--- src/rtl/wss_regs.svh ---
// register offsets, field positions and reset values of the wake source
`ifndef WSS_REGS_SVH
`define WSS_REGS_SVH
`define WSS_ADDR_W 12
`define WSS_STATUS_OFS 12'h144
`define WSS_RESET_VAL 32'h0000_0000
`define WSS_FLAG_MASK 32'h0ff1_ff1f
`define WSS_LPI_MASK 32'h0000_6000
`define WSS_IDX_MASK 32'h0000_001f
`define WSS_PIN_LSB 20
`define WSS_PIN_MSB 27
`define WSS_V6_BIT 16
`define WSS_V4_BIT 15
`define WSS_LPI_TX_BIT 14
`define WSS_LPI_RX_BIT 13
`define WSS_ENGINE_BIT 12
`define WSS_PERFECT_BIT 11
`define WSS_MAGIC_BIT 10
`define WSS_BCAST_BIT 9
`define WSS_WUF_BIT 8
`define WSS_IDX_LSB 0
`define WSS_IDX_MSB 4
`define WSS_PIN_COUNT 8
`define WSS_NUM_FILTERS 32
`endif

--- src/rtl/wss_pkg.sv ---
// types shared by the wake source status block
package wss_pkg;
`include "wss_regs.svh"
  // register port request, all from core_clk logic
  typedef struct packed
  {
    logic [`WSS_ADDR_W-1:0] addr;
    logic [31:0] wrData;
    logic wrStb;
    logic rdStb;
  } wss_reg_req_t;
  // one-cycle qualified events from the mac and filter logic
  typedef struct packed
  {
    logic v6Syn;
    logic v4Syn;
    logic lpiTxExit;
    logic lpiRxExit;
    logic filterEngine;
    logic perfectAddr;
    logic magic;
    logic bcast;
    logic wakeupFrame;
    logic [`WSS_IDX_MSB:`WSS_IDX_LSB] filterIndex;
  } wss_frame_evt_t;
  // enables held in other control registers of the mac
  typedef struct packed
  {
    logic energyEfficientEnable;
    logic lpiTransmitWakeEnable;
    logic lpiReceiveWakeEnable;
  } wss_lpi_ctrl_t;
  typedef enum logic [1:0]
  {
    WSS_RUN,
    WSS_ENTERING,
    WSS_SUSPENDED,
    WSS_WAKING
  } wss_state_t;
endpackage

--- src/rtl/wss_pin_sync.sv ---
// three stage synchroniser with rising event detect for wake pins
`timescale 1ns/100ps
`include "wss_regs.svh"
module wss_pin_sync
#(
  parameter int WIDTH = `WSS_PIN_COUNT
)
(
  input wire logic core_clk,
  input wire logic rst,
  input wire logic clkEn,
  input wire logic [WIDTH-1:0] pinIn,
  output logic [WIDTH-1:0] riseEvt
);
  genvar i;
  generate
    for (i = 0; i < WIDTH; i++)
    begin : g_pin
      logic [2:0] stage_reg;
      logic level_reg;
      logic rise_reg;
      wire agree = (stage_reg[1] == stage_reg[2]);
      wire change = agree && (stage_reg[2] != level_reg);
      // only the second and third stage are compared
      always_ff @(posedge core_clk or posedge rst)
      begin
        if (rst)
        begin
          stage_reg <= 3'h0;
          level_reg <= 1'b0;
          rise_reg <= 1'b0;
        end
        else if (clkEn)
        begin
          stage_reg <= {stage_reg[1:0], pinIn[i]};
          level_reg <= change ? stage_reg[2] : level_reg;
          rise_reg <= change && stage_reg[2];
        end
      end
      assign riseEvt[i] = rise_reg;
    end
  endgenerate
endmodule

--- src/rtl/wss_wake_source.sv ---
// wake source status register with its suspend and wake window
//
// The address-and-strobe port was decided locally.
`timescale 1ns/100ps
`include "wss_regs.svh"
module wss_wake_source
#(
  parameter int PIN_COUNT = `WSS_PIN_COUNT,
  parameter int NUM_FILTERS = `WSS_NUM_FILTERS
)
(
  input wire logic core_clk,
  input wire logic rst,
  input wire logic clkEn,
  input wss_pkg::wss_reg_req_t regReq,
  output logic [31:0] regRdData,
  input wire logic suspendStart,
  input wire logic suspendDone,
  input wire logic hostResume,
  input wire logic resumeDone,
  input wire logic [PIN_COUNT-1:0] pinWakeIn,
  input wss_pkg::wss_frame_evt_t frameEvt,
  input wss_pkg::wss_lpi_ctrl_t lpiCtrl,
  output logic wakeSignalReq,
  output logic suspendActive,
  output logic [31:0] wakeSourceStatus
);

  // ----------------------------------------------------------------
  // declarations
  // ----------------------------------------------------------------
  wss_pkg::wss_state_t state_reg;
  wss_pkg::wss_state_t state_next;
  logic [31:0] status_reg;
  logic [31:0] status_next;
  logic [31:0] rdData_reg;
  logic wakeReq_reg;
  logic [31:0] setVec;
  logic [PIN_COUNT-1:0] pinRise;

  // ----------------------------------------------------------------
  // wake pin synchronisers
  // ----------------------------------------------------------------
  // pins come from outside the clock domain; the synchroniser hands
  // back a single-cycle rise per pin once its level has settled
  wss_pin_sync
  #(
    .WIDTH(PIN_COUNT)
  )
  u_pin_sync
  (
    .core_clk(core_clk),
    .rst(rst),
    .clkEn(clkEn),
    .pinIn(pinWakeIn),
    .riseEvt(pinRise)
  );

  // ----------------------------------------------------------------
  // register port decode
  // ----------------------------------------------------------------
  // only one word is mapped; every other address reads as zero
  wire addrHit = (regReq.addr == `WSS_STATUS_OFS);
  wire wrHit = regReq.wrStb && addrHit;
  wire rdHit = regReq.rdStb && addrHit;
  // write one clears, reserved positions are masked away
  wire [31:0] clrVec = wrHit ? (regReq.wrData & `WSS_FLAG_MASK)
                             : 32'h0000_0000;
  wire idxClr = |(clrVec & `WSS_IDX_MASK);

  // ----------------------------------------------------------------
  // recording window
  // ----------------------------------------------------------------
  // events are only taken while fully suspended: never during entry
  // and never once the wake-up has started
  wire recordWin = (state_reg == wss_pkg::WSS_SUSPENDED);
  wire eeeOn = lpiCtrl.energyEfficientEnable;

  // qualify every source with the window and its own enables
  wire [PIN_COUNT-1:0] pinHit = pinRise & {PIN_COUNT{recordWin}};
  wire v6Hit = recordWin && frameEvt.v6Syn;
  wire v4Hit = recordWin && frameEvt.v4Syn;
  wire lpiTxHit = recordWin && frameEvt.lpiTxExit
                  && lpiCtrl.lpiTransmitWakeEnable && eeeOn;
  wire lpiRxHit = recordWin && frameEvt.lpiRxExit
                  && lpiCtrl.lpiReceiveWakeEnable && eeeOn;
  wire engineHit = recordWin && frameEvt.filterEngine;
  wire perfectHit = recordWin && frameEvt.perfectAddr;
  wire magicHit = recordWin && frameEvt.magic;
  wire bcastHit = recordWin && frameEvt.bcast;
  wire wufHit = recordWin && frameEvt.wakeupFrame;
  wire anyHit = (|pinHit) || v6Hit || v4Hit || lpiTxHit || lpiRxHit
                || engineHit || perfectHit || magicHit || bcastHit
                || wufHit;

  // ----------------------------------------------------------------
  // set vector
  // ----------------------------------------------------------------
  // every source seen in one cycle lands together, so a packet that
  // matches several conditions marks all of them
  always_comb
  begin
    setVec = 32'h0000_0000;
    setVec[`WSS_PIN_MSB:`WSS_PIN_LSB] = pinHit;
    setVec[`WSS_V6_BIT] = v6Hit;
    setVec[`WSS_V4_BIT] = v4Hit;
    setVec[`WSS_LPI_TX_BIT] = lpiTxHit;
    setVec[`WSS_LPI_RX_BIT] = lpiRxHit;
    setVec[`WSS_ENGINE_BIT] = engineHit;
    setVec[`WSS_PERFECT_BIT] = perfectHit;
    setVec[`WSS_MAGIC_BIT] = magicHit;
    setVec[`WSS_BCAST_BIT] = bcastHit;
    setVec[`WSS_WUF_BIT] = wufHit;
  end

  // ----------------------------------------------------------------
  // status next value
  // ----------------------------------------------------------------
  // flags: clear first, then set, so a set in the clearing cycle wins
  wire [31:0] flagKeep = status_reg & ~clrVec;
  wire [31:0] flagRaw = (flagKeep | setVec)
                        & `WSS_FLAG_MASK & ~`WSS_IDX_MASK;
  // the idle flags are held low while energy saving is off
  wire [31:0] flagVal = eeeOn ? flagRaw
                              : (flagRaw & ~`WSS_LPI_MASK);
  // the index follows the filter that matched; clearing any of its
  // bits empties the field unless a new match arrives the same cycle
  wire [`WSS_IDX_MSB:`WSS_IDX_LSB] idxOld =
    status_reg[`WSS_IDX_MSB:`WSS_IDX_LSB];
  wire [`WSS_IDX_MSB:`WSS_IDX_LSB] idxVal =
    wufHit ? frameEvt.filterIndex
           : (idxClr ? 5'h00 : idxOld);

  always_comb
  begin
    status_next = flagVal;
    status_next[`WSS_IDX_MSB:`WSS_IDX_LSB] = idxVal;
  end

  // ----------------------------------------------------------------
  // suspend and wake sequence
  // ----------------------------------------------------------------
  // the first recorded source starts the wake-up; a resume from the
  // host side also closes the window but records nothing
  always_comb
  begin
    state_next = state_reg;
    case (state_reg)
      wss_pkg::WSS_RUN:
      begin
        if (suspendStart)
          state_next = wss_pkg::WSS_ENTERING;
      end
      wss_pkg::WSS_ENTERING:
      begin
        if (suspendDone)
          state_next = wss_pkg::WSS_SUSPENDED;
      end
      wss_pkg::WSS_SUSPENDED:
      begin
        if (anyHit || hostResume)
          state_next = wss_pkg::WSS_WAKING;
      end
      wss_pkg::WSS_WAKING:
      begin
        if (resumeDone)
          state_next = wss_pkg::WSS_RUN;
      end
      default:
      begin
        state_next = wss_pkg::WSS_RUN;
      end
    endcase
  end

  // ----------------------------------------------------------------
  // state registers
  // ----------------------------------------------------------------
  // everything freezes while the clock enable is low
  always_ff @(posedge core_clk or posedge rst)
  begin
    if (rst)
    begin
      state_reg <= wss_pkg::WSS_RUN;
      status_reg <= `WSS_RESET_VAL;
    end
    else if (clkEn)
    begin
      state_reg <= state_next;
      status_reg <= status_next;
    end
  end

  // wake request pulses once, when a recorded source ends suspend
  always_ff @(posedge core_clk or posedge rst)
  begin
    if (rst)
      wakeReq_reg <= 1'b0;
    else if (clkEn)
      wakeReq_reg <= recordWin && anyHit;
  end

  // ----------------------------------------------------------------
  // read data
  // ----------------------------------------------------------------
  // read data stands for exactly the cycle after the strobe; the
  // stored value already has reserved bits at zero
  wire [31:0] rdVal = rdHit ? status_reg : 32'h0000_0000;

  always_ff @(posedge core_clk or posedge rst)
  begin
    if (rst)
      rdData_reg <= 32'h0000_0000;
    else if (clkEn)
      rdData_reg <= rdVal;
  end

  // ----------------------------------------------------------------
  // outputs
  // ----------------------------------------------------------------
  assign regRdData = rdData_reg;
  assign wakeSignalReq = wakeReq_reg;
  assign suspendActive = (state_reg != wss_pkg::WSS_RUN);
  assign wakeSourceStatus = status_reg;
endmodule

--- config.mk ---
export PLATFORM = sky130hd
export DESIGN_NAME = wss_wake_source
export DESIGN_NICKNAME = d
export VERILOG_FILES = /design/src/rtl/wss_pkg.sv /design/src/rtl/wss_pin_sync.sv /design/src/rtl/wss_wake_source.sv
export VERILOG_INCLUDE_DIRS = /design/src /design/src/rtl
export SDC_FILE = /design/constraint.sdc
export NUM_CORES = 1
export LEC_CHECK = 0
export BUFFER_PORTS_ARGS = -buffer_cell sky130_fd_sc_hd__buf_4
export CORE_ASPECT_RATIO = 0.8
export CORE_MARGIN = 2
export CORE_UTILIZATION = 35
export DETAILED_ROUTE_END_ITERATION = 8
export GPL_TIMING_DRIVEN = 0
export PLACE_DENSITY = 0.64
export REMOVE_ABC_BUFFERS = 1
export SYNTH_ARGS = -nofsm -noshare
export SYNTH_HDL_FRONTEND = slang
export SYNTH_SLANG_ARGS = --single-unit
export TNS_END_PERCENT = 30
--- constraint.sdc ---
create_clock -name core_clk -period 3.16 [get_ports core_clk]
set_clock_uncertainty 0.2 [all_clocks]
set_input_delay 0.316 -clock core_clk [delete_from_list [all_inputs] [get_ports core_clk]]
set_output_delay 0.316 -clock core_clk [all_outputs]
set_load 0.005 [all_outputs]
* Word-level counts from Yosys, hierarchy flattened
Index checks and enable logic that the tools add are counted.
** Storage, ports and cells
- Bits in registers :: 103
- Input bits :: 78
- Output and inout port bits :: 66
- Logic and storage cells :: 124
** Operators by class
- Bitwise logic cells :: 4
- Muxes and demuxes :: 10
- Equal/unequal tests :: 24
- Reduce and logical (&&, ||, !) cells :: 57
** Operators with widths (count)
- $mux 28 :: 2
- $logic_and 1x1->1 :: 32
- $and 28x28->28 :: 1
- $not 28->28 :: 1
- $or 28x28->28 :: 1
- $reduce_and 2->1 :: 9
- $mux 15 :: 1
- $eq 12x9->1 const B :: 1
- $logic_or 1x1->1 :: 10
- $mux 5 :: 2
- $and 8x8->8 :: 1
- $eq 1x1->1 :: 8
- $mux 2 :: 4
- $ne 1x1->1 :: 8
- $pmux 2 s4 :: 1
- $reduce_or 8->1 :: 1
- $ne 2x2->1 const B :: 3
- $reduce_and 5->1 :: 1
- $reduce_or 5->1 :: 1
- $eq 2x2->1 const B :: 2
- $reduce_bool 2->1 :: 2
- $eq 2x1->1 const B :: 1
- $logic_not 2->1 :: 1
- $ne 2x1->1 const B :: 1

* Logic depth before layout (Yosys ltp)
Gate-level depths: netlist of run 1.
- Depth after elaboration :: 15
- Depth in mapped cells :: 7

* By module
From an unflattened synthesis of run 1, not the netlist that was laid out.
** Unflattened totals
- Cells, all modules :: 327
- Area total of the unflattened synthesis :: 3872.5 um^2
** Modules (own cells, without submodules)
- wss_wake_source :: cells each 192, times used 1, area each 2185.8 um^2
- wss_pin_sync :: cells each 135, times used 1, area each 1686.6 um^2

* Least setup slack after synthesis of run 1
No wires, ideal clock.
- Path type :: register to register
- Start :: register state_reg[0]
- End :: register state_reg[1]
- Data required time :: 2.835 ns
- Period minus slack after synthesis :: 1.717 ns
- Data arrival time :: 1.393 ns
- Setup time :: 0.125 ns
- Path slack :: 1.443 ns
- Buffers on the path :: 0
- Stages on the path, launching flop included :: 7
- Cell sequence :: dfrtp_1 inv_1 ha_1 nor2b_1 nand4_1 o21ai_1 mux2_2
** Between the ends
- Word-level cells in the longest chain between the ends :: 15
** RTL lines
- from (decl) :: line wss_wake_source.sv:32 : wss_pkg::wss_state_t state_reg;
- from (signal assigned) :: line wss_wake_source.sv:184 : state_reg <= wss_pkg::WSS_RUN;
- from (signal assigned) :: line wss_wake_source.sv:189 : state_reg <= state_next;
- $eq 2x2->1 :: line wss_wake_source.sv:76, wss_wake_source.sv:148
- $and 8x8->8 :: line wss_wake_source.sv:80 : wire [PIN_COUNT-1:0] pinHit = pinRise & {PIN_COUNT{recordWin}};
- $reduce_or 8->1 :: line wss_wake_source.sv:92 : wire anyHit = (|pinHit) || v6Hit || v4Hit || lpiTxHit || lpiRxHit
- $logic_or 1x1->1 (4 in series) :: line wss_wake_source.sv:92
- $logic_or 1x1->1 (4 in series) :: line wss_wake_source.sv:93 : || engineHit || perfectHit || magicHit || bcastHit
- $logic_or 1x1->1 :: line wss_wake_source.sv:94 : || wufHit;
- $logic_or 1x1->1 :: line wss_wake_source.sv:161 : if (anyHit || hostResume)
- $ne 2x1->1 (no line)
- $reduce_and 5->1 (no line)
Parallel ways exist; a longest one is shown, timed or not.
A chain may end at the register's enable or synchronous reset.

* Worst setup path after layout of run 1
- Start :: register state_reg[0]
- End :: register status_reg[2] (netlist: wakeSourceStatus[2])
** Between the ends
- Word-level cells in the longest chain between the ends :: 4
** RTL lines
- $eq 2x2->1 (*) :: line wss_wake_source.sv:76 : wire recordWin = (state_reg == wss_pkg::WSS_SUSPENDED);
- $logic_and 1x1->1 (*) :: line wss_wake_source.sv:91 : wire wufHit = recordWin && frameEvt.wakeupFrame;
- $reduce_bool 2->1 (no line)
- $reduce_and 2->1 (no line)
- to (signal assigned) :: line wss_wake_source.sv:185 : status_reg <= `WSS_RESET_VAL;
- to (signal assigned) :: line wss_wake_source.sv:190 : status_reg <= status_next;
- to (decl) :: line wss_wake_source.sv:34 : logic [31:0] status_reg;
Every way passes the cells marked *; elsewhere a longest branch is shown, timed or not.

==> impl_results.md, run 1 <==
- Status: finished clean
- RSZ-0062 raised after global routing: false
- Largest net degree at the start of global routing: 61
- Worst EP required: 3210 ps
- # diodes: 0
- CP max stage delay: 870 ps
- Detail-routed via count per cell: 4.859
- I/O Buffers: 113
- Worst skew pair latency: 330 ps
- Worst slew pin tran: 1157 ps
- Core Region: 0.01036 sq mm
- M3 GR Usage: 0.05366
- I/O pins: 144
- Num CTS Buffers: 9
- Post-Syn Instances: 326
- F_max: 372.5 MHz
- # fillers: 965
- Via Count: 2818
- RePlAce Congestion: 0.7880
- ANT nets after route: 0
- Vias in the first global route: 2822
- Layout Nets: 517
- CP max FO: 24
- CTS H-tree lvls: 3
- Clock sinks: 87
- Crit path time final: 2684 ps
- Share of layout cells above drive strength 1: 0.3500
- Crit path capture type: flop
- Rel. slew slack: 0.2277
- TritonCTS clock tree: done
- Number of synthesized flops with an enable pin: 0
- Top FF cell, synth: dfrtp_1
- Avg WL per Cell: 15.45 um
- CP bufs+invs: 1
- Drc violations: 0
- Finish-stage setup viols: 0
- Max reg flops: 24
- Post-synthesis cell type count: 36
- Fin util: 0.4806
- Max-cap violations: 0
- Pwr Density: 675.8 mW/mm^2
- Number of max-slew violations in the final report: 0
- Critical path's slowest cell: and2_1
- Post-synthesis average cell area: 11.59 sq um
- Overall routing resource usage: 0.1588
- Final hold vios: 0
- Gr ovfl total: 0
- DP HPWL: 6177 um
- Placed Area: 0.004651 sq mm
- Synth-to-Final Area Change: 31.86%
- Kind of cell adding the most delay to the critical path: simple AND/OR/NAND/NOR gates
- Total Wirelength: 8959 um
- Antenna violations before repair: 0
- Peak supply drop: 0.3692 mV
- Hold crit path type: input pin to flop
- Hold_ws: 16.16 ps
- Synthesized area: 0.003777 sq mm
- Die ar.: 0.01164 sq mm
- GRT met1 Usage: 0.2146
- First-pass GRT wire length: 14520 um
- Leakage Power: 2.396 nW
- Die Ht: 96.92 um
- Crit share post-route: 0.8495
- Crit path DAT: 2730 ps
- Post-synth ARST share: 1.000
- Final Cell Area: 0.004981 sq mm
- Cell Rows: 33
- Total Power: 3.366 mW
- Warnings from Yosys: 0
- Crit Path Class: flop to flop
- Cell at the root of the clock tree: clkbuf_16
- Sequential element share of the synthesized area: 0.5763
- Initial DRC Count: 138
- Max clock buf depth: 2
- Clock Pin Slew Worst Setup and Hold Paths: 60 ps
- Initial Utilization: 0.3645
- FF+latch count, synth: 87
- Final TNS setup: 0 ps
- Drt first pass iters: 6
- Critical-path cell list: inv_1, ha_1, and2_1, nand2_1, o311a_1, a21oi_1
- Die X: 120.2 um
- Met2 Use GR: 0.2448
- Startpoint Class: flop
- Top Usage Layer GRT: met2
## worst paths after layout
kind | endpoint | from | slack, ps | depth (start not counted)
setup reg to reg | wakeSourceStatus[2]$_DFFE_PP0P_ | state_reg[0]$_DFFE_PP0P_ | 480 | 6
hold reg to reg | u_pin_sync.g_pin[7].stage_reg[0]$_DFFE_PP0P_ | u_pin_sync.g_pin[7].stage_reg[0]$_DFFE_PP0P_ | 300 | 1
setup / recovery | wakeSourceStatus[2]$_DFFE_PP0P_ | state_reg[0]$_DFFE_PP0P_ | 480 | 6
max in group asynchronous | regRdData[20]$_DFFE_PP0P_ | rst | 1810 | 4
hold / removal | u_pin_sync.g_pin[7].stage_reg[0]$_DFFE_PP0P_ | pinWakeIn[7] | 20 | 2
min in group asynchronous | u_pin_sync.g_pin[4].stage_reg[0]$_DFFE_PP0P_ | rst | 340 | 3
## placed cells by master (no fill, tap or decap), types with 15 or more instances in the layout
| master | instances |
|---|---|
| a21oi_1 | 15 |
| nand2_1 | 31 |
| mux2_2 | 17 |
| inv_1 | 20 |
| o21ai_0 | 33 |
| dfrtp_1 | 87 |
| conb_1 | 20 |
| buf_4 | 113 |
| a22o_1 | 38 |
## per-layer routing
layer	routed length, um	vias up
met3	706	11
met2	4194	107
met4	70	0
met1	3988	1364
li1	-	1336
met5	0	-
## kinds of logic after synthesis
logic type               after synthesis  share of synthesized area
other                                  1                  0.0009928
flip-flops                            87                     0.5764
multiplexers                          17                    0.05068
AO/OA/AOI/OAI                         94                     0.1703
adder cells (fa/ha/maj)                4                    0.01325
buffers and inverters                 58                    0.08744
AND/OR/NAND/NOR                       65                     0.1010
## per-stage QoR
| step | setup slack, ps | instances |
|---|---|---|
| 6_report | 475.7 | 580 |
| 5_1_grt | 262.2 | 580 |
| 4_1_cts | 430.8 | 579 |
| 3_5_place_dp | 258.8 | 562 |
| 3_3_place_gp | -614.0 | 561 |
| 2_1_floorplan | 393.8 | 308 |
## synthesized netlist by cell type (2+ instances only)
cell type / number / share of area
a21bo_2: 2 / 0.0053
a21oi_1: 15 / 0.020
a22o_1: 38 / 0.088
a22oi_1: 2 / 0.0040
buf_2: 3 / 0.0040
buf_4: 21 / 0.042
buf_6: 4 / 0.012
clkbuf_1: 8 / 0.0079
dfrtp_1: 87 / 0.58
ha_1: 4 / 0.013
inv_1: 21 / 0.021
mux2_2: 17 / 0.051
nand2_1: 31 / 0.031
nand2b_1: 3 / 0.0050
nand3_1: 5 / 0.0066
nand4_1: 3 / 0.0050
nand4b_1: 9 / 0.021
nor2_1: 2 / 0.0020
nor4_1: 2 / 0.0033
o21ai_0: 33 / 0.044
## power by group
| group | internal (mW) | switching, mW |
|---|---|---|
| Clock | 0.653 | 0.409 |
| Sequential | 1.36 | 0.200 |
| Combinational | 0.427 | 0.321 |
| Total | 2.44 | 0.930 |
## area by class of cell
type	instances	area (sq um)	share of cell area
multi-input combinational	200	1341	0.2693
sequential	87	2177	0.4371
timing repair buffer	116	897.1	0.1801
clock buffer	11	252.7	0.05074
inverter	21	81.33	0.01633
tap	140	175.2	0.03517
clock inverter	5	56.30	0.01130
## timing repair
item                                    in CTS  in global routing
hold buffers                                 1                  0
gates resized for setup                      0                  0
hold endpoints to repair                    27                  0
setup buffers                                0                  0
endpoints found under the setup margin       0                  0
(Power assumes the default switching activity.)
==> run 2, diff against run 1 <==
--- a/config.mk
+++ b/config.mk
@@ -12,7 +12,7 @@
 export CORE_UTILIZATION = 35
 export DETAILED_ROUTE_END_ITERATION = 8
 export GPL_TIMING_DRIVEN = 0
-export PLACE_DENSITY = 0.64
+export PLACE_DENSITY = 0.67
 export REMOVE_ABC_BUFFERS = 1
 export SYNTH_ARGS = -nofsm -noshare
 export SYNTH_HDL_FRONTEND = slang
==> constraint.sdc (replaced) <==
create_clock -name core_clk -period 2.3 [get_ports core_clk]
set_clock_uncertainty 0.2 [all_clocks]
set_input_delay 0.23 -clock core_clk [delete_from_list [all_inputs] [get_ports core_clk]]
set_output_delay 0.23 -clock core_clk [all_outputs]
set_load 0.005 [all_outputs]
==> run 2 against run 1 <==
Against the previous run: sequential power is 37% higher; setup slack lost 300 ps; first-iteration DRC count rose by 12%; critical path depth down 1; hold slack improved by 7.0 ps; global-route usage rose by 0.94 points; wire length grew 5.4%; design area increased by 8.0%; utilization grew 3.8 points.
==> impl_results.md, run 2 (synthesis results as in run 1) <==
- Antenna violations before repair: 0
- Die ar.: 0.01164 sq mm
- Startpoint Class: input pin
- CTS H-tree lvls: 3
- Crit share post-route: 0.9239
- Fin util: 0.5189
- Crit Path Class: input pin to flop
- Synth-to-Final Area Change: 42.37%
- CP max FO: 60
- CP bufs+invs: 1
- Final hold vios: 0
- I/O pins: 144
- Via Count: 2982
- Commonest non-fill, non-tap cell in the layout: buf_4
- Postcts setup bufs: 0
- Vias in the first global route: 2922
- Crit path DAT: 2130 ps
- Core Region: 0.01036 sq mm
- Initial DRC Count: 154
- Worst skew pair latency: 330 ps
- Worst EP required: 2310 ps
- ANT nets after route: 0
- Met2 Use GR: 0.2727
- Layout Nets: 556
- Share of layout cells above drive strength 1: 0.3222
- Drc violations: 0
- Critical path's slowest cell: and4bb_2
- Hold crit path type: input pin to flop
- M3 GR Usage: 0.04717
- Number of max-slew violations in the final report: 0
- DP HPWL: 6264 um
- Kind of cell adding the most delay to the critical path: simple AND/OR/NAND/NOR gates
- Clock sinks: 87
- Max-cap violations: 0
- Pwr Density: 881.4 mW/mm^2
- RePlAce Congestion: 0.8137
- First-pass GRT wire length: 15320 um
- Die X: 120.2 um
- I/O Buffers: 113
- CP max stage delay: 630 ps
- Total Power: 4.740 mW
- Setup ws final: 174.9 ps
- Critical-path cell list: buf_4, nor4b_2, and4bb_2, o311a_1, a21oi_1
- Num CTS Buffers: 9
- Status: finished clean
- RSZ-0062 raised after global routing: false
- Cell Rows: 33
- Pre-CTS WS: -450.5 ps
- Clock Pin Slew Worst Setup and Hold Paths: 60 ps
- Rel. slew slack: 0.2152
- GRT met1 Usage: 0.2251
- Overall routing resource usage: 0.1681
- Finish-stage setup viols: 0
- # diodes: 0
- TritonCTS clock tree: done
- Drt first pass iters: 4
- Largest net degree at the start of global routing: 61
- Max reg flops: 24
- Initial Utilization: 0.3645
- Crit path capture type: flop
- Worst slew pin tran: 1176 ps
- Die Ht: 96.92 um
- Leakage Power: 2.561 nW
- Total Wirelength: 9441 um
- Placed Area: 0.004662 sq mm
- Gr ovfl total: 0
- Max clock buf depth: 2
- F_max: 470.6 MHz
- Most frequent cells in the layout: 113 x buf_4, 87 x dfrtp_1, 40 x dlygate4sd3_1
- Top Usage Layer GRT: met2
- Cell at the root of the clock tree: clkbuf_16
- Crit path time final: 2125 ps
- Final Cell Area: 0.005378 sq mm
- Detail-routed via count per cell: 4.825
- Peak supply drop: 0.4681 mV
- Avg WL per Cell: 15.28 um
[run 2: changes by cell type in the layout (fill, tap and decap cells not counted)]
cell	change
and4bb_1	-1
clkinv_4	-1
and4bb_2	+1
dlygate4sd3_1	+39
and2_1	-1
bufinv_16	+1
and2_4	+1
clkbuf_8	-1
clkbuf_1	+1
clkinvlp_4	-1
[run 2: worst register-to-register path, stage by stage (launching register included)]
cell	delay, ps
dfrtp_1	410
nor4_1	570
nand4_1	170
o21ai_1	200
mux2_2	350
[run 2: layer usage]
metal,vias up,part of all wire
met5,-,0
li1,1420,-
met3,7,0.067
met2,112,0.46
met1,1443,0.46
met4,0,0.0076
[run 2: path summary, 6_finish.rpt]
path	startpoint	end	slack (ps)	cells past startpoint
setup / recovery	clkEn	wakeSourceStatus[2]$_DFFE_PP0P_	170	5
hold / removal	regReq[24]	wakeSourceStatus[22]$_DFFE_PP0P_	20	3
setup reg to reg	u_pin_sync.g_pin[3].rise_reg$_DFFE_PP0P_	state_reg[1]$_DFFE_PP0P_	280	4
max in group asynchronous	rst	u_pin_sync.g_pin[3].stage_reg[1]$_DFFE_PP0P_	970	4
hold reg to reg	u_pin_sync.g_pin[1].stage_reg[0]$_DFFE_PP0P_	u_pin_sync.g_pin[1].stage_reg[0]$_DFFE_PP0P_	300	1
min in group asynchronous	rst	u_pin_sync.g_pin[4].stage_reg[1]$_DFFE_PP0P_	320	3
[run 2: final cells by class]
cell class / instances / area, sq um
fillers: 912 / 4986
flip-flops and latches: 87 / 2177
multi-input cells: 200 / 1344
repair buffers: 155 / 1287
clock buffers: 11 / 242.7
well taps: 140 / 175.2
inverters: 21 / 81.33
clock inverters: 4 / 70.07
[run 2: what timing repair did]
action | in CTS | in global routing
hold endpoints to repair | 70 | 0
endpoints found under the setup margin | 7 | 5
cloned | 0 | 0
hold buffers | 40 | 0
resized for setup | 2 | 1
[run 2: per-stage QoR]
stage	TNS, ps	cells	hold WS [ps]
2_1_floorplan	-33080	308	137.2
3_3_place_gp	-139220	561	263.2
3_5_place_dp	-9093	563	127.6
4_1_cts	0	618	11.79
5_1_grt	0	618	6.432
6_report	0	618	23.13
[run 2: report_power, final]
group          switching [mW]  internal [mW]  total [mW]
Sequential              0.274           1.86        2.14
Clock                   0.548          0.971        1.52
Combinational           0.451          0.633        1.08
Total                    1.27           3.47        4.74
